[src/hw/srw_regs.svh]
`ifndef SRW_REGS_SVH
`define SRW_REGS_SVH

// Clock rate of the internal oscillator model, in MHz.
`define SRW_CLK_MHZ         200
// Release delay after power-up, in ms.
`define SRW_POR_HOLD_MS     250
// Release delay after a low-supply event, in ms.
`define SRW_LOW_HOLD_MS     200
// Watchdog timeout choices, in ms (1.4 seconds, 600 ms, 200 ms).
`define SRW_WD_SEL0_MS      1400
`define SRW_WD_SEL1_MS      600
`define SRW_WD_SEL2_MS      200
// Reset hold after a watchdog bite, in ms.
`define SRW_WD_HOLD_MS      250
// Cycle counts derived from the times and the clock rate.
`define SRW_POR_HOLD_CYC    (`SRW_POR_HOLD_MS * `SRW_CLK_MHZ * 1000)
`define SRW_LOW_HOLD_CYC    (`SRW_LOW_HOLD_MS * `SRW_CLK_MHZ * 1000)
`define SRW_WD_SEL0_CYC     (`SRW_WD_SEL0_MS * `SRW_CLK_MHZ * 1000)
`define SRW_WD_SEL1_CYC     (`SRW_WD_SEL1_MS * `SRW_CLK_MHZ * 1000)
`define SRW_WD_SEL2_CYC     (`SRW_WD_SEL2_MS * `SRW_CLK_MHZ * 1000)
`define SRW_WD_HOLD_CYC     (`SRW_WD_HOLD_MS * `SRW_CLK_MHZ * 1000)
// Timeout select encoding; this code switches the watchdog off.
`define SRW_SEL_DISABLED    2'h3
`define SRW_CNT_W           29

`endif

[src/hw/srw_pkg.sv]
package srw_pkg;

   // Supply supervision states.
   typedef enum logic [2:0] {
      SUP_POR = 3'h1,
      SUP_LOW = 3'h2,
      SUP_RUN = 3'h4
   } srw_sup_e;

   // Watchdog states.
   typedef enum logic [1:0] {
      WD_RUN  = 2'h1,
      WD_BITE = 2'h2
   } srw_wd_e;

   // Nonvolatile control bits that this block uses.
   typedef struct packed {
      logic protect_enable_bit;
      logic timeout_select_hi;
      logic timeout_select_lo;
   } srw_cfg_s;

endpackage : srw_pkg

[src/hw/srw_supervisor.sv]
`timescale 1ns/1ps
`include "srw_regs.svh"
// Contract
// - Start condition restarts the watchdog count.
// - Enabled watchdog timeout asserts reset output.
// - Three timeout choices, kept across power.
// - Power-up holds reset 250ms after stable.
// - Supply below trip asserts reset.
// - Release after 200ms continuous good supply.
// - Open-drain reset, polarity fixed per variant.
// - No serial effect during power-on reset.
// - Lock pin plus protect bit blocks writes.
// - Select 00/01/10 timeouts, 11 disables.
// - Reset aborts transfers, nonvolatile write finishes.
module srw_supervisor
   import srw_pkg::*;
#(
   parameter bit ACTIVE_HIGH  = 1'b0,
   parameter int POR_HOLD_CYC = `SRW_POR_HOLD_CYC,
   parameter int LOW_HOLD_CYC = `SRW_LOW_HOLD_CYC,
   parameter int WD_SEL0_CYC  = `SRW_WD_SEL0_CYC,
   parameter int WD_SEL1_CYC  = `SRW_WD_SEL1_CYC,
   parameter int WD_SEL2_CYC  = `SRW_WD_SEL2_CYC,
   parameter int WD_HOLD_CYC  = `SRW_WD_HOLD_CYC
) (
   input  wire logic     clk_i,
   input  wire logic     reset_n_i,
   input  wire logic     supply_low_i,
   input  wire logic     scl_i,
   input  wire logic     sda_i,
   input  wire logic     write_lock_pin_i,
   input  wire logic     rst_pin_i,
   input  wire srw_cfg_s nv_cfg_i,
   input  wire logic     cfg_wr_valid_i,
   input  wire srw_cfg_s cfg_wr_data_i,
   output logic          rst_o,
   output logic          rst_oe_o,
   output logic          comm_enable_o,
   output logic          comm_abort_o,
   output logic          cfg_store_o,
   output srw_cfg_s      cfg_store_data_o,
   output logic          cfg_refused_o
);

   localparam int CW = `SRW_CNT_W;

   // Pins pass two flops; supply is taken as low until proven good.
   logic [3:0] pins_s;
   logic       low_s;
   logic       scl_s;
   logic       sda_s;
   logic       lock_s;
   srw_sync #(
      .WIDTH (4),
      .RST   (8'h0f)
   ) u_sync (
      .clk_i     (clk_i),
      .reset_n_i (reset_n_i),
      .async_i   ({supply_low_i, scl_i, sda_i, write_lock_pin_i}),
      .sync_o    (pins_s)
   );
   assign low_s  = pins_s[3];
   assign scl_s  = pins_s[2];
   assign sda_s  = pins_s[1];
   assign lock_s = pins_s[0];

   // Start detection: data falls while clock stays high.
   logic scl_q;
   logic sda_q;
   logic start_seen;
   always_ff @(posedge clk_i or negedge reset_n_i) begin
      if (!reset_n_i) begin
         scl_q <= 1'b1;
         sda_q <= 1'b1;
      end else begin
         scl_q <= scl_s;
         sda_q <= sda_s;
      end
   end
   assign start_seen = scl_q & scl_s & sda_q & ~sda_s;

   // Supply supervision: power-on and low-supply holds share one counter.
   srw_sup_e        sup_q;
   srw_sup_e        sup_d;
   logic [CW-1:0]   sup_cnt_q;
   logic [CW-1:0]   sup_cnt_d;
   logic [CW-1:0]   sup_limit;
   always_comb begin
      sup_d     = sup_q;
      sup_cnt_d = sup_cnt_q;
      sup_limit = (sup_q == SUP_POR) ? CW'(POR_HOLD_CYC - 1) : CW'(LOW_HOLD_CYC - 1);
      unique case (sup_q)
         SUP_POR, SUP_LOW: begin
            if (low_s) begin
               sup_cnt_d = '0;
            end else if (sup_cnt_q >= sup_limit) begin
               sup_d     = SUP_RUN;
               sup_cnt_d = '0;
            end else begin
               sup_cnt_d = sup_cnt_q + CW'(1);
            end
         end
         SUP_RUN: begin
            if (low_s) begin
               sup_d     = SUP_LOW;
               sup_cnt_d = '0;
            end
         end
         default: begin
            sup_d     = SUP_POR;
            sup_cnt_d = '0;
         end
      endcase
   end
   always_ff @(posedge clk_i or negedge reset_n_i) begin
      if (!reset_n_i) begin
         sup_q     <= SUP_POR;
         sup_cnt_q <= '0;
      end else begin
         sup_q     <= sup_d;
         sup_cnt_q <= sup_cnt_d;
      end
   end

   // Timeout choice comes straight from the nonvolatile cells, so a
   // power cycle cannot change it.
   logic [1:0]    sel;
   logic          wd_off;
   logic [CW-1:0] wd_limit;
   assign sel    = {nv_cfg_i.timeout_select_hi, nv_cfg_i.timeout_select_lo};
   assign wd_off = (sel == `SRW_SEL_DISABLED);
   always_comb begin
      unique case (sel)
         2'h0:    wd_limit = CW'(WD_SEL0_CYC - 1);
         2'h1:    wd_limit = CW'(WD_SEL1_CYC - 1);
         default: wd_limit = CW'(WD_SEL2_CYC - 1);
      endcase
   end

   // Watchdog: counts idle time, bites, then holds reset for a while.
   srw_wd_e       wd_q;
   srw_wd_e       wd_d;
   logic [CW-1:0] wd_cnt_q;
   logic [CW-1:0] wd_cnt_d;
   always_comb begin
      wd_d     = wd_q;
      wd_cnt_d = wd_cnt_q;
      unique case (wd_q)
         WD_RUN: begin
            if (start_seen || wd_off || sup_q != SUP_RUN) begin
               wd_cnt_d = '0;
            end else if (wd_cnt_q >= wd_limit) begin
               wd_d     = WD_BITE;
               wd_cnt_d = '0;
            end else begin
               wd_cnt_d = wd_cnt_q + CW'(1);
            end
         end
         WD_BITE: begin
            if (wd_cnt_q >= CW'(WD_HOLD_CYC - 1)) begin
               wd_d     = WD_RUN;
               wd_cnt_d = '0;
            end else begin
               wd_cnt_d = wd_cnt_q + CW'(1);
            end
         end
         default: begin
            wd_d     = WD_RUN;
            wd_cnt_d = '0;
         end
      endcase
   end
   always_ff @(posedge clk_i or negedge reset_n_i) begin
      if (!reset_n_i) begin
         wd_q     <= WD_RUN;
         wd_cnt_q <= '0;
      end else begin
         wd_q     <= wd_d;
         wd_cnt_q <= wd_cnt_d;
      end
   end

   // Reset output and serial gating. The pin data is always low; only the
   // enable moves, so the wire is pulled or released as an open drain.
   logic     rst_q;
   logic     rst_d;
   logic     abort_q;
   logic     abort_d;
   logic     store_q;
   logic     store_d;
   logic     refused_q;
   logic     refused_d;
   logic     wr_ok;
   srw_cfg_s store_data_q;
   srw_cfg_s store_data_d;
   always_comb begin
      rst_d        = (sup_d != SUP_RUN) | (wd_d == WD_BITE);
      abort_d      = rst_d & ~rst_q & (sup_d != SUP_POR);
      wr_ok        = ~rst_q & ~(lock_s & nv_cfg_i.protect_enable_bit);
      store_d      = cfg_wr_valid_i & wr_ok;
      refused_d    = cfg_wr_valid_i & ~wr_ok;
      store_data_d = store_d ? cfg_wr_data_i : store_data_q;
   end
   always_ff @(posedge clk_i or negedge reset_n_i) begin
      if (!reset_n_i) begin
         rst_q        <= 1'b1;
         abort_q      <= 1'b0;
         store_q      <= 1'b0;
         refused_q    <= 1'b0;
         store_data_q <= '0;
      end else begin
         rst_q        <= rst_d;
         abort_q      <= abort_d;
         store_q      <= store_d;
         refused_q    <= refused_d;
         store_data_q <= store_data_d;
      end
   end

   assign rst_o            = 1'b0;
   assign rst_oe_o         = rst_q ^ ACTIVE_HIGH;
   assign comm_enable_o    = ~rst_q;
   assign comm_abort_o     = abort_q;
   assign cfg_store_o      = store_q;
   assign cfg_store_data_o = store_data_q;
   assign cfg_refused_o    = refused_q;
endmodule : srw_supervisor

[src/hw/srw_sync.sv]
`timescale 1ns/1ps
// Two-flop synchroniser for a group of pin inputs.
module srw_sync #(
   parameter int       WIDTH = 1,
   parameter bit [7:0] RST   = 8'h00
) (
   input  wire logic             clk_i,
   input  wire logic             reset_n_i,
   input  wire logic [WIDTH-1:0] async_i,
   output logic      [WIDTH-1:0] sync_o
);

   // Only the second stage of each bit is ever read outside.
   for (genvar g = 0; g < WIDTH; g++) begin : g_bit
      logic meta_q;
      logic sync_q;
      always_ff @(posedge clk_i or negedge reset_n_i) begin
         if (!reset_n_i) begin
            meta_q <= RST[g];
            sync_q <= RST[g];
         end else begin
            meta_q <= async_i[g];
            sync_q <= meta_q;
         end
      end
      assign sync_o[g] = sync_q;
   end

endmodule : srw_sync

[config.mk]
export PLATFORM = sky130hd
export DESIGN_NAME = srw_supervisor
export DESIGN_NICKNAME = d
export VERILOG_FILES = /design/src/hw/srw_pkg.sv /design/src/hw/srw_supervisor.sv /design/src/hw/srw_sync.sv
export VERILOG_INCLUDE_DIRS = /design/src /design/src/hw
export SDC_FILE = /design/constraint.sdc
export NUM_CORES = 1
export LEC_CHECK = 0
export BUFFER_PORTS_ARGS = -buffer_cell sky130_fd_sc_hd__buf_2
export CORE_MARGIN = 2
export CORE_UTILIZATION = 56
export DETAILED_ROUTE_END_ITERATION = 8
export GPL_TIMING_DRIVEN = 0
export PLACE_DENSITY = 0.83
export REMOVE_ABC_BUFFERS = 1
export SETUP_SLACK_MARGIN = 0.2
export SLEW_MARGIN = 20
export SYNTH_ARGS = -nofsm -noshare
export SYNTH_HDL_FRONTEND = slang
export SYNTH_HIERARCHICAL = 1
export SYNTH_SLANG_ARGS = --single-unit
[constraint.sdc]
create_clock -name clk_i -period 2.9 [get_ports clk_i]
set_input_delay 0.58 -clock clk_i [delete_from_list [all_inputs] [get_ports clk_i]]
set_output_delay 0.58 -clock clk_i [all_outputs]
set_load 0.05 [all_outputs]
Yosys cells after proc, flatten, opt, wreduce, memory -nomap -nowiden

Index checks and enable logic that the tools add are counted.

Register bits after elaboration: 80
Latch bits: 0
Memory bits (writable): 0
Bits in read-only memories: 0
Bits of input ports: 14
Output and inout bits: 9
Logic and storage cells: 74
Memories: 0

Add/sub/neg operators: 2
Multipliers: 0
Div/mod/pow operators: 0
Magnitude comparators: 3
Equal/unequal tests: 12
Shift-type cells: 0
Multiplexer cells: 18
Bitwise logic cells: 14
Reductions and logical operators: 4

Operator list:

| kind                    | number |
|---|---|
| $mux W29                | 6 |
| $pmux W29 S2            | 3 |
| $add A29 B1 Y29 const B | 2 |
| $ge A29 B26 Y1          | 1 |
| $ge A29 B26 Y1 const B  | 1 |
| $ge A29 B29 Y1          | 1 |
| $mux W24                | 1 |
| $and A1 B1 Y1           | 9 |
| $mux W3                 | 3 |
| $eq A2 B2 Y1 const B    | 3 |
| $mux W2                 | 3 |
| $ne A3 B3 Y1 const B    | 2 |
| $pmux W3 S2             | 1 |
| $eq A2 B1 Y1 const B    | 2 |
| $not A1 Y1              | 4 |
| $pmux W2 S2             | 1 |
| $eq A3 B1 Y1 const B    | 1 |
| $eq A3 B2 Y1 const B    | 1 |
| $eq A3 B3 Y1 const B    | 1 |
| $ne A3 B1 Y1 const B    | 1 |
| $logic_not A2 Y1        | 1 |
| $logic_or A1 B1 Y1      | 2 |
| $ne A2 B1 Y1 const B    | 1 |
| $reduce_or A2 Y1        | 1 |
| $or A1 B1 Y1            | 1 |

Longest topological paths before layout

Gate-level depths: netlist of run 1.

Depth in word-level cells: 11
Gate-level depth with buffers: 12
Mapped depth without buffers: 10

By module

Netlist of run 1, hierarchy kept.

By module, submodules not included:

| module         | times used | cells an instance | area an instance (µm²) | sequential area each (µm²) |
|---|---|---|---|---|
| srw_supervisor | 1          | 464               | 4395.5                 | 1808.0 |
| srw_sync       | 1          | 12                | 240.2                  | 210.2 |

Least setup slack after synthesis of run 1

Ideal clock, no wire load.

Path type: input to register
From: in nv_cfg_i[0] (netlist name)
To: reg wd_cnt_q[27]
Setup time: 0.119 ns
Data arrival time: 2.621 ns
Required time: 2.781 ns
Slack: 0.160 ns
Cell stages on the path: 10
Buffers on the path: 2
Cell sequence: or2_2 ha_1 nand4b_1 or3_1 a211o_1 and4_1 o21bai_2 buf_4 buf_6 nor2_1

Word-level cells in the longest chain between the ends: 6
Elaborated cells between the ends (all ways): 10
Classes of those cells: 1 x order compare; 2 x eq/ne; 4 x mux; 3 x reduce/logical

Ends and longest elaborated chain:

| element                                                 | line                  | source |
|---|---|---|
| start: declaration                                      | srw_supervisor.sv:33  | `input wire srw_cfg_s nv_cfg_i,` |
| $eq A2 B1 Y1 / $logic_not A2 Y1 (equally long branches) | srw_supervisor.sv:133 | `unique case (sel)` |
| $pmux W29 S2                                            | srw_supervisor.sv:133 |  |
| $ge A29 B29 Y1                                          | srw_supervisor.sv:152 | `end else if (wd_cnt_q >= wd_limit) begin` |
| $mux W29                                                | srw_supervisor.sv:152 |  |
| $mux W29 (*)                                            | srw_supervisor.sv:150 | `if (start_seen \|\| wd_off \|\| sup_q != SUP_RUN) begin` |
| $pmux W29 S2 (*)                                        | srw_supervisor.sv:148 | `unique case (wd_q)` |
| via wd_cnt_d[27]                                        | srw_supervisor.sv:144 | `logic [CW-1:0] wd_cnt_d;` |
| end signal: assignment                                  | srw_supervisor.sv:179 | `wd_cnt_q <= wd_cnt_d;` |
| end: declaration                                        | srw_supervisor.sv:143 | `logic [CW-1:0] wd_cnt_q;` |

The timed path passes the listed nets; every way through them passes the cells marked *.
A chain may end at the register's enable or synchronous reset.

Worst setup path after layout of run 1

From: reg sup_q[2]
To: reg sup_cnt_q[18]

Word-level cells in the longest chain between the ends: 6
Elaborated cells between the ends (all ways): 10
Classes of those cells: 1 x order compare; 4 x eq/ne; 4 x mux; 1 x reduce/logical

Ends and longest elaborated chain:

| element                  | line                                       | source |
|---|---|---|
| start: declaration       | srw_supervisor.sv:83                       | `srw_sup_e sup_q;` |
| start signal: assignment | srw_supervisor.sv:120                      | `sup_q <= sup_d;` |
| $eq A3 B1 Y1             | srw_supervisor.sv:91, srw_supervisor.sv:92 |  |
| $mux W24                 | srw_supervisor.sv:91                       | `sup_limit = (sup_q == SUP_POR) ? CW'(POR_HOLD_CYC - 1) : CW'(LOW_HOLD_CYC - 1);` |
| $ge A29 B26 Y1           | srw_supervisor.sv:96                       | `end else if (sup_cnt_q >= sup_limit) begin` |
| $mux W29                 | srw_supervisor.sv:96                       |  |
| $mux W29                 | srw_supervisor.sv:94                       | `if (low_s) begin` |
| $pmux W29 S2             | srw_supervisor.sv:92                       | `unique case (sup_q)` |
| end signal: assignment   | srw_supervisor.sv:121                      | `sup_cnt_q <= sup_cnt_d;` |
| end: declaration         | srw_supervisor.sv:85                       | `logic [CW-1:0] sup_cnt_q;` |

Several ways; a longest one is shown, not always the timed one.

==> results.md, run 1 <==
| Quantity | This run |
|---|---|
| Worst Setup Start Kind | flop |
| Count of pins over their slew limit | 0 |
| Clock buffer count from CTS | 9 |
| Power density over cell area | 402 nW/µm² |
| Layout cells sized above 1 | 20.9% |
| Flops & latches, synth | 80 |
| Die height | 95.0 µm |
| Number of global-route vias before repair | 3670 |
| Crit end category | flop |
| Pin slew with the least headroom to its limit | 0.863 ns |
| RSZ-0062 raised after global routing | true |
| Layout area overhead | 15.4% |
| All-Layer GR Usage | 25.1% |
| Final total negative setup slack | 0 ns |
| Clock sink total | 80 |
| DRT iter0 DRCs | 253 |
| Dpl cell area | 4760 µm² |
| Count leader, synth | dfrtp_1 |
| Boundary Pins | 23 |
| H-tree levels | 3 |
| Max frequency | 370 MHz |
| Placement Rows | 33 |
| Post-synth top flop | dfrtp_1 |
| Sum of overflow across all layers after global routing | 0 |
| Final period util | 93.3% |
| Worst-path cell with the longest stage delay | or4_1 |
| Distinct cells, synth | 56 |
| Post-synth top cells | dfrtp_1, nor2_1, nand2_1 |
| Largest buffer count on any clock path | 2 |
| Arrival time of data at the critical path endpoint | 2.99 ns |
| Antenna-violating nets left | 0 |
| Number of fill cells in the layout | 598 |
| Average vias per placed instance | 6.36 |
| Placer's final routability congestion estimate | 0.869 |
| Worst min-delay path class | input pin to asynchronous set/reset pin |
| Clock tree from TritonCTS | built |
| Worst-case vdd ir drop | 0.000231 V |
| Inserted Diodes | 0 |
| Most area-consuming cells after synthesis | dfrtp_1, dfstp_2, ha_1 |
| Run status | finished, final reports clean |
| Pre-Repair DR Iteration Count | 4 |
| Post-route cell area | 5350 µm² |
| Most used cell along the critical path | buf_6 |
| Leakage power | 2.34 nW |
| Worst path top cell family by delay | simple AND/OR/NAND/NOR gates |
| Final critical-path required period | 2.70 ns |
| Number of antenna violations at the first check in global routing | 0 |
| Final Net Count | 552 |
| Wire length after detailed routing | 11000 µm |
| Clock-pin slew reported for the worst setup and hold paths after clock tree synthesis | 0.08 ns |
| Crit-path max FO | 6 |
| Worst slew margin | 42.0% |
| Post-Route Skew | 0.0189 ns |
| Root cell of the clock tree | clkbuf_8 |
| Cell area after synthesis | 4640 µm² |
| Post-synthesis sequential area ratio | 43.5% |
| Wire length of the first global-routing pass | 17600 µm |
| Count of endpoints failing hold in the final timing report | 0 |
| Insertion delay of the later-clocked pin in the worst-skew pair | 0.37 ns |
| Critical-path cell list | nor2_2 > nand2_4 > inv_4 > ha_1 > nand2_1 > a2111oi_2 > nor4b_2 > buf_4 > a21oi_4 > buf_6 > buf_6 > or4_1 > o21ai_1 |
| Biggest area consumer among synthesized cells | dfrtp_1 |
| CP bufs+invs | 4 |
| Count of yosys warnings during synthesis | 6 |
| Placeable core area | 8130 µm² |
| Data required time of the worst path | 3.19 ns |
| Mean Syn Cell Area | 9.74 µm² |
| Estimated wirelength of the detail-placed design | 6640 µm |
| Fraction of post-synthesis cell area in the top cell type by area | 36.2% |
| Pin count of the biggest net entering global routing | 46 |
| Die width | 95.0 µm |
| Start-to-end type of the worst setup path | flop to flop |
| Total power | 2.15 mW |
| Number of cells produced by synthesis | 476 |
| Async S/R FF share, synth | 100% |
| Total vias in the final route | 3951 |
| Initial core utilization | 57.0% |
| Max stage delay on crit path | 0.49 ns |
| Post-CTS Hold Buffers | 0 |
| Number of endpoints failing setup at the final stage | 0 |
| Number of maximum-capacitance violations | 0 |
| Die Footprint | 9020 µm² |
| Number of flops mapped to enable cells by yosys | 0 |
| Detailed-route DRC error count | 0 |
| Wire length per cell | 17.7 µm |
| Count of input and output buffers | 20 |
## cells in the final DEF (no fill, tap or decap), drive strengths merged, types with 4 or more instances in the layout
master	netlist	layout
clkbuf	8	12
dfstp	13	13
xor2	15	15
nor4	7	7
a211o	4	4
a22o	4	4
or4	9	9
buf	13	43
nor4b	5	5
and3	12	12
ha	27	27
o31ai	8	8
nand4b	7	7
and4	5	5
and2	10	10
nor2	43	43
a211oi	6	6
nand3	23	23
a21o	10	10
nor3	11	11
dfrtp	67	67
nand4	17	17
inv	20	21
o21ai	14	14
nand2	33	33
or3	10	10
xnor2	15	15
a31oi	21	21
a21oi	11	12
## through the flow
stage,utilization (%),setup slack (ns),cells,hold WS (ns)
floorplan,-,-0.141,455,0.284
global placement,58.2,-0.675,580,0.345
detailed placement,58.5,-0.772,581,0.349
CTS,64.1,0.213,615,0.178
global route,65.8,0.0948,621,0.196
finish,65.8,0.196,621,0.160
## layer usage
metal | routed length [µm] | track usage (%)
met3 | 556 | 4.07
met2 | 5430 | 40.4
met5 | 0 | 0
met1 | 4810 | 33.5
met4 | 178 | 10.9
## worst reg2reg max path: cells and delay by family (launching register included)
family / cells / cell delay (ns)
compound gates: 3 / 0.23
buf+inv: 4 / 0.55
fa+ha+maj: 1 / 0.26
simple gates: 5 / 1.16
flops: 1 / 0.42
## what timing repair did
action	4_1_cts	5_1_grt
pin swaps	10	17
resized for setup	19	20
setup buffers	16	6
endpoints found under the setup margin	60	57
gates cloned	2	0
hold endpoints to repair	0	0
## area by class of cell
type / instances / area [µm²] / area share, %
Clock buffer: 12 / 155 / 2.90
Inverter: 20 / 77.6 / 1.45
Tap cell: 105 / 131 / 2.45
Clock inverter: 4 / 52.6 / 0.982
Multi-Input combinational cell: 357 / 2590 / 48.4
Sequential cell: 80 / 2020 / 37.7
Timing Repair Buffer: 43 / 328 / 6.13
## final timing paths
path,start,end,slack [ns],cells past startpoint
min reg2reg,u_sync/g_bit[2].meta_q,u_sync/g_bit[2].sync_q,0.36,0
min,reset_n_i,wd_cnt_q[23],0.16,1
max reg2reg,sup_q[2],sup_cnt_q[18],0.20,13
max in group asynchronous,reset_n_i,u_sync/g_bit[3].sync_q,2.08,2
max,sup_q[2],sup_cnt_q[18],0.20,13
min in group clk_i,supply_low_i,u_sync/g_bit[3].meta_q,0.31,1
## cell families after synthesis
| kind of cell | count (synthesis) | synth area share [%] |
|---|---|---|
| AND/OR/NAND/NOR | 206 | 24.6 |
| buffers and inverters | 41 | 4.53 |
| multiplexers | 3 | 0.729 |
| XOR/XNOR | 30 | 5.67 |
| adder cells (fa/ha/maj) | 27 | 7.29 |
| AO/OA/AOI/OAI | 88 | 13.6 |
| flip-flops | 80 | 43.5 |
| other | 1 | 0.0809 |
## where the power goes
group          switching, mW  total (mW)  internal [mW]  leakage [nW]
clock network          0.420       0.869          0.449         0.107
logic                 0.0759       0.114         0.0377          1.17
registers             0.0221        1.17           1.15          1.06
## registers in the layout, indices dropped and copies added (netlist names)
register / cells
sup_cnt_q: 29
wd_cnt_q: 29
u_sync/g_bit.meta_q: 4
u_sync/g_bit.sync_q: 4
cfg_store_data_o: 3
sup_q: 3
wd_q: 2
cfg_refused_o: 1
cfg_store_o: 1
comm_abort_o: 1
rst_oe_o: 1
scl_q: 1
sda_q: 1
(Power assumes the default switching activity.)
==> inputs of run 2 (changes only) <==
--- a/config.mk
+++ b/config.mk
@@ -8,10 +8,10 @@
 export LEC_CHECK = 0
 export BUFFER_PORTS_ARGS = -buffer_cell sky130_fd_sc_hd__buf_2
 export CORE_MARGIN = 2
-export CORE_UTILIZATION = 56
+export CORE_UTILIZATION = 50
 export DETAILED_ROUTE_END_ITERATION = 8
 export GPL_TIMING_DRIVEN = 0
-export PLACE_DENSITY = 0.83
+export PLACE_DENSITY = 0.76
 export REMOVE_ABC_BUFFERS = 1
 export SETUP_SLACK_MARGIN = 0.2
 export SLEW_MARGIN = 20
==> results.md, run 2 (synthesis gave the netlist of run 1 again) <==
| Quantity | This run |
|---|---|
| Crit-path max FO | 7 |
| Arrival time of data at the critical path endpoint | 2.93 ns |
| Largest buffer count on any clock path | 2 |
| Critical-path cell list | nor2_4 > nand2_4 > ha_4 > nand4b_1 > a2111oi_4 > nor4b_2 > buf_4 > a21oi_4 > buf_12 > nor4_4 > a211o_1 |
| Post-Route Skew | 0.0153 ns |
| Detailed-route DRC error count | 0 |
| Count of endpoints failing hold in the final timing report | 0 |
| Max stage delay on crit path | 0.45 ns |
| Wire length of the first global-routing pass | 16900 µm |
| Number of endpoints failing setup at the final stage | 0 |
| Data required time of the worst path | 3.16 ns |
| H-tree levels | 3 |
| Pin count of the biggest net entering global routing | 61 |
| Layout area overhead | 15.4% |
| Clock-pin slew reported for the worst setup and hold paths after clock tree synthesis | 0.09 ns |
| Die Footprint | 10100 µm² |
| Final Net Count | 546 |
| DRT iter0 DRCs | 211 |
| Root cell of the clock tree | clkbuf_8 |
| Count of input and output buffers | 20 |
| Die height | 100 µm |
| Layout cells sized above 1 | 19.6% |
| Number of fill cells in the layout | 738 |
| Finished Layout Cells | 621 |
| Run status | finished, final reports clean |
| Die width | 100 µm |
| Antenna-violating nets left | 0 |
| Max frequency | 375 MHz |
| All-Layer GR Usage | 20.7% |
| Crit end category | flop |
| Post-placement cell count | 587 |
| Boundary Pins | 23 |
| Final worst slack | 0.231 ns |
| Pre-Repair DR Iteration Count | 5 |
| Inserted Diodes | 0 |
| Insertion delay of the later-clocked pin in the worst-skew pair | 0.36 ns |
| Power density over cell area | 393 nW/µm² |
| Number of maximum-capacitance violations | 0 |
| RSZ-0062 raised after global routing | true |
| Clock sink total | 80 |
| Placement Setup Slack | -0.783 ns |
| Pin slew with the least headroom to its limit | 0.874 ns |
| Commonest non-fill, non-tap cells in the layout | dfrtp_1, nor2_1, nand2_1 |
| Wire length per cell | 16.9 µm |
| Clock buffer count from CTS | 9 |
| Sum of overflow across all layers after global routing | 0 |
| Placer's final routability congestion estimate | 0.867 |
| Worst-case vdd ir drop | 0.000244 V |
| Average vias per placed instance | 6.18 |
| Clock tree from TritonCTS | built |
| Worst-path cell with the longest stage delay | dfrtp_2 |
| Most common cell after layout, fill and taps aside | dfrtp_1 |
| Final total negative setup slack | 0 ns |
| Worst min-delay path class | input pin to asynchronous set/reset pin |
| Wire length after detailed routing | 10500 µm |
| Placeable core area | 9110 µm² |
| Number of global-route vias before repair | 3658 |
| Total vias in the final route | 3840 |
| Final critical-path required period | 2.67 ns |
| Number of antenna violations at the first check in global routing | 0 |
| Leakage power | 2.31 nW |
| Estimated wirelength of the detail-placed design | 6570 µm |
| Initial core utilization | 50.9% |
| Worst slew margin | 41.7% |
| Worst Setup Start Kind | flop |
| Placement Rows | 35 |
| Count of pins over their slew limit | 0 |
| Start-to-end type of the worst setup path | flop to flop |
| Hold slack | 0.103 ns |
| Final period util | 92.0% |
| Largest registers | sup_cnt_q (29), wd_cnt_q (29) |
## run 2: changes by cell type in the layout (fill, tap and decap cells not counted), sizes merged
cell / before / now
clkinv: 2 / 3
inv: 21 / 20
buf: 43 / 37
## run 2: layer usage
metal	vias up	share of wire [%]	track usage, %	routed length, µm
li1	1812	-	-	-
met1	1911	46	28.3	4800
met2	100	49	33.0	5130
met3	17	3.8	3.83	394
met4	0	1.6	7.90	167
met5	-	0	0	0
## run 2: power breakdown
group,total (mW),internal (mW),switching [mW]
clock network,0.818,0.418,0.400
logic,0.116,0.0390,0.0774
registers,1.17,1.15,0.0217
## run 2: worst paths after layout
check / to / slack [ns] / cells after the start / from
worst max-delay path: sup_cnt_q[9] / 0.23 / 11 / sup_q[1]
worst min-delay path: wd_cnt_q[24] / 0.10 / 1 / reset_n_i
worst max register to register: sup_cnt_q[9] / 0.23 / 11 / sup_q[1]
worst min register to register: u_sync/g_bit[1].sync_q / 0.36 / 0 / u_sync/g_bit[1].meta_q
max in group asynchronous: u_sync/g_bit[3].sync_q / 2.16 / 2 / reset_n_i
min in group clk_i: u_sync/g_bit[1].meta_q / 0.32 / 1 / sda_i
## run 2: area by class of cell
cell class	count	area, µm²	share of cell area [%]
clock buffer	12	145	2.71
inverter	20	77.6	1.45
sequential	80	2020	37.8
timing repair buffer	37	299	5.59
clock inverter	4	45.0	0.842
multi-input combinational	357	2620	49.1
tap	111	139	2.60
## run 2: critical path, delay by kind of cell (launching register included)
family,cells,cell delay (ns)
compound gates,3,0.89
fa+ha+maj,1,0.29
buf+inv,2,0.33
flops,1,0.45
simple gates,5,0.60
## run 2: timing repair
action                                  4_1_cts  5_1_grt
setup buffers                                13        3
pin swaps                                     6       15
gates cloned                                  2        0
hold buffers                                  0        0
endpoints found under the setup margin       60       58
gates resized for setup                      11       32
## run 2: through the flow
stage / cell area [µm²] / power [mW] / util [%]
global placement: 4740 / 1.29 / 52.0
finish: 5350 / 2.10 / 58.7
CTS: 5150 / 2.11 / 56.6
detailed placement: 4780 / 1.30 / 52.5
floorplan: 4500 / 1.24 / -
global route: 5350 / 2.18 / 58.7
==> inputs of run 3 (changes only) <==
--- a/config.mk
+++ b/config.mk
@@ -6,12 +6,13 @@
 export SDC_FILE = /design/constraint.sdc
 export NUM_CORES = 1
 export LEC_CHECK = 0
-export BUFFER_PORTS_ARGS = -buffer_cell sky130_fd_sc_hd__buf_2
 export CORE_MARGIN = 2
 export CORE_UTILIZATION = 50
+export CTS_CLUSTER_SIZE = 10
 export DETAILED_ROUTE_END_ITERATION = 8
+export DONT_BUFFER_PORTS = 1
 export GPL_TIMING_DRIVEN = 0
-export PLACE_DENSITY = 0.76
+export PLACE_DENSITY = 0.74
 export REMOVE_ABC_BUFFERS = 1
 export SETUP_SLACK_MARGIN = 0.2
 export SLEW_MARGIN = 20
==> results.md, run 3 (synthesis gave the netlist of run 1 again) <==
| Quantity | This run |
|---|---|
| Commonest non-fill, non-tap cells in the layout | dfrtp_1, nor2_1, nand2_1 |
| Detailed-route DRC error count | 0 |
| Final Net Count | 528 |
| Post-placement cell count | 566 |
| Number of antenna violations at the first check in global routing | 0 |
| Count of input and output buffers | 0 |
| Area of the multi-input gates | 2600 µm² |
| Clock buffer count from CTS | 9 |
| Count of pins over their slew limit | 0 |
| All-Layer GR Usage | 21.8% |
| Crit-path max FO | 6 |
| Root cell of the clock tree | clkbuf_8 |
| Total vias in the final route | 3807 |
| Largest buffer count on any clock path | 2 |
| Most common cell after layout, fill and taps aside | dfrtp_1 |
| Die height | 100 µm |
| Worst slew margin | 43.7% |
| Wire length after detailed routing | 10900 µm |
| Final total negative setup slack | 0 ns |
| Average vias per placed instance | 6.31 |
| Worst Setup Start Kind | flop |
| Layout cells sized above 1 | 16.7% |
| Estimated wirelength of the detail-placed design | 6370 µm |
| Layout area overhead | 14.1% |
| Post-Route Skew | 0.0135 ns |
| Pin slew with the least headroom to its limit | 0.843 ns |
| Die Footprint | 10100 µm² |
| Worst-case vdd ir drop | 0.000213 V |
| Finished Layout Cells | 603 |
| Largest registers | sup_cnt_q (29), wd_cnt_q (29) |
| Clock-pin slew reported for the worst setup and hold paths after clock tree synthesis | 0.09 ns |
| Placement Setup Slack | -0.707 ns |
| Start-to-end type of the worst setup path | flop to flop |
| Wire length per cell | 18.1 µm |
| Number of global-route vias before repair | 3581 |
| Final period util | 94.0% |
| Clock sink total | 80 |
| Placement Rows | 35 |
| RSZ-0062 raised after global routing | true |
| Initial core utilization | 50.9% |
| Pin count of the biggest net entering global routing | 68 |
| Number of endpoints failing setup at the final stage | 0 |
| Arrival time of data at the critical path endpoint | 3.01 ns |
| Placeable core area | 9110 µm² |
| Clock tree from TritonCTS | built |
| Count of endpoints failing hold in the final timing report | 0 |
| Cell depth of the worst flop-to-flop path | 13 |
| Pre-Repair DR Iteration Count | 5 |
| Power density over cell area | 434 nW/µm² |
| Final worst slack | 0.174 ns |
| Final critical-path required period | 2.73 ns |
| Number of fill cells in the layout | 726 |
| Inserted Diodes | 0 |
| H-tree levels | 3 |
| Wire length of the first global-routing pass | 17400 µm |
| Number of maximum-capacitance violations | 0 |
| Antenna-violating nets left | 0 |
| Placer's final routability congestion estimate | 0.871 |
| DRT iter0 DRCs | 242 |
| Die width | 100 µm |
| Max frequency | 367 MHz |
| Sequential cell area | 2020 µm² |
| Leakage power | 2.27 nW |
| Data required time of the worst path | 3.18 ns |
| Boundary Pins | 23 |
| Sum of overflow across all layers after global routing | 0 |
| Run status | finished, final reports clean |
| Insertion delay of the later-clocked pin in the worst-skew pair | 0.36 ns |
| Crit end category | flop |
| Worst min-delay path class | input pin to asynchronous set/reset pin |
## run 3: cell count changes in the layout (fill, tap and decap cells not counted), sizes merged
cell      change
clkbuf        -3
buf          -18
clkinv        -2
inv           +2
clkinvlp      +1
bufinv        +2
## run 3: final timing paths
path / slack (ns) / start / to
max: 0.17 / sup_q[2] / sup_cnt_q[21]
min in group clk_i: 0.20 / supply_low_i / u_sync/g_bit[3].meta_q
min reg2reg: 0.36 / u_sync/g_bit[1].meta_q / u_sync/g_bit[1].sync_q
max in group asynchronous: 2.54 / reset_n_i / sup_cnt_q[27]
max reg2reg: 0.17 / sup_q[2] / sup_cnt_q[21]
min: 0.05 / reset_n_i / u_sync/g_bit[3].meta_q
## run 3: cell type report
| class | instances | share of cell area [%] |
|---|---|---|
| inverters | 20 | 1.51 |
| well taps | 111 | 2.63 |
| flip-flops and latches | 80 | 38.2 |
| multi-input cells | 357 | 49.2 |
| clock buffers | 9 | 2.34 |
| clock inverters | 7 | 2.39 |
| repair buffers | 19 | 3.76 |
## run 3: metrics by stage
step	area (µm²)	util (%)	total power, mW	hold WS (ns)
global route	5290	58.1	2.38	0.0324
floorplan	4500	-	1.24	0.284
global placement	4640	50.9	1.26	0.287
detailed placement	4650	51.0	1.26	0.286
finish	5290	58.1	2.30	0.0514
CTS	5090	55.9	2.31	0.0397
## run 3: what timing repair did
| action | in CTS | in global routing |
|---|---|---|
| hold buffers | 1 | 0 |
| resized for setup | 15 | 26 |
| setup buffers | 12 | 6 |
| pin swaps | 8 | 16 |
| gates cloned | 2 | 0 |
| endpoints found under the hold margin | 67 | 0 |
| setup endpoints to repair | 60 | 52 |
## run 3: power breakdown
| group | switching, mW | internal [mW] |
|---|---|---|
| combinational | 0.0589 | 0.0303 |
| clock | 0.447 | 0.582 |
| sequential | 0.0320 | 1.15 |
## run 3: critical path: stages, from the launching register on
cell       delay [ns]
dfrtp_1          0.39
nor2_2           0.07
nand2_4          0.16
inv_6            0.07
ha_4             0.17
nor4_4           0.35
a2111oi_4        0.13
nor4b_4          0.22
buf_4            0.18
a21oi_4          0.07
buf_6            0.15
buf_4            0.13
or4_4            0.50
o21ai_2          0.07
## run 3: routing by layer
metal / vias up / track usage (%) / share of wire [%]
li1: 1776 / - / -
met5: - / 0 / 0
met1: 1879 / 30.0 / 44
met2: 127 / 34.5 / 49
met3: 25 / 3.34 / 5.0
met4: 0 / 8.96 / 2.3
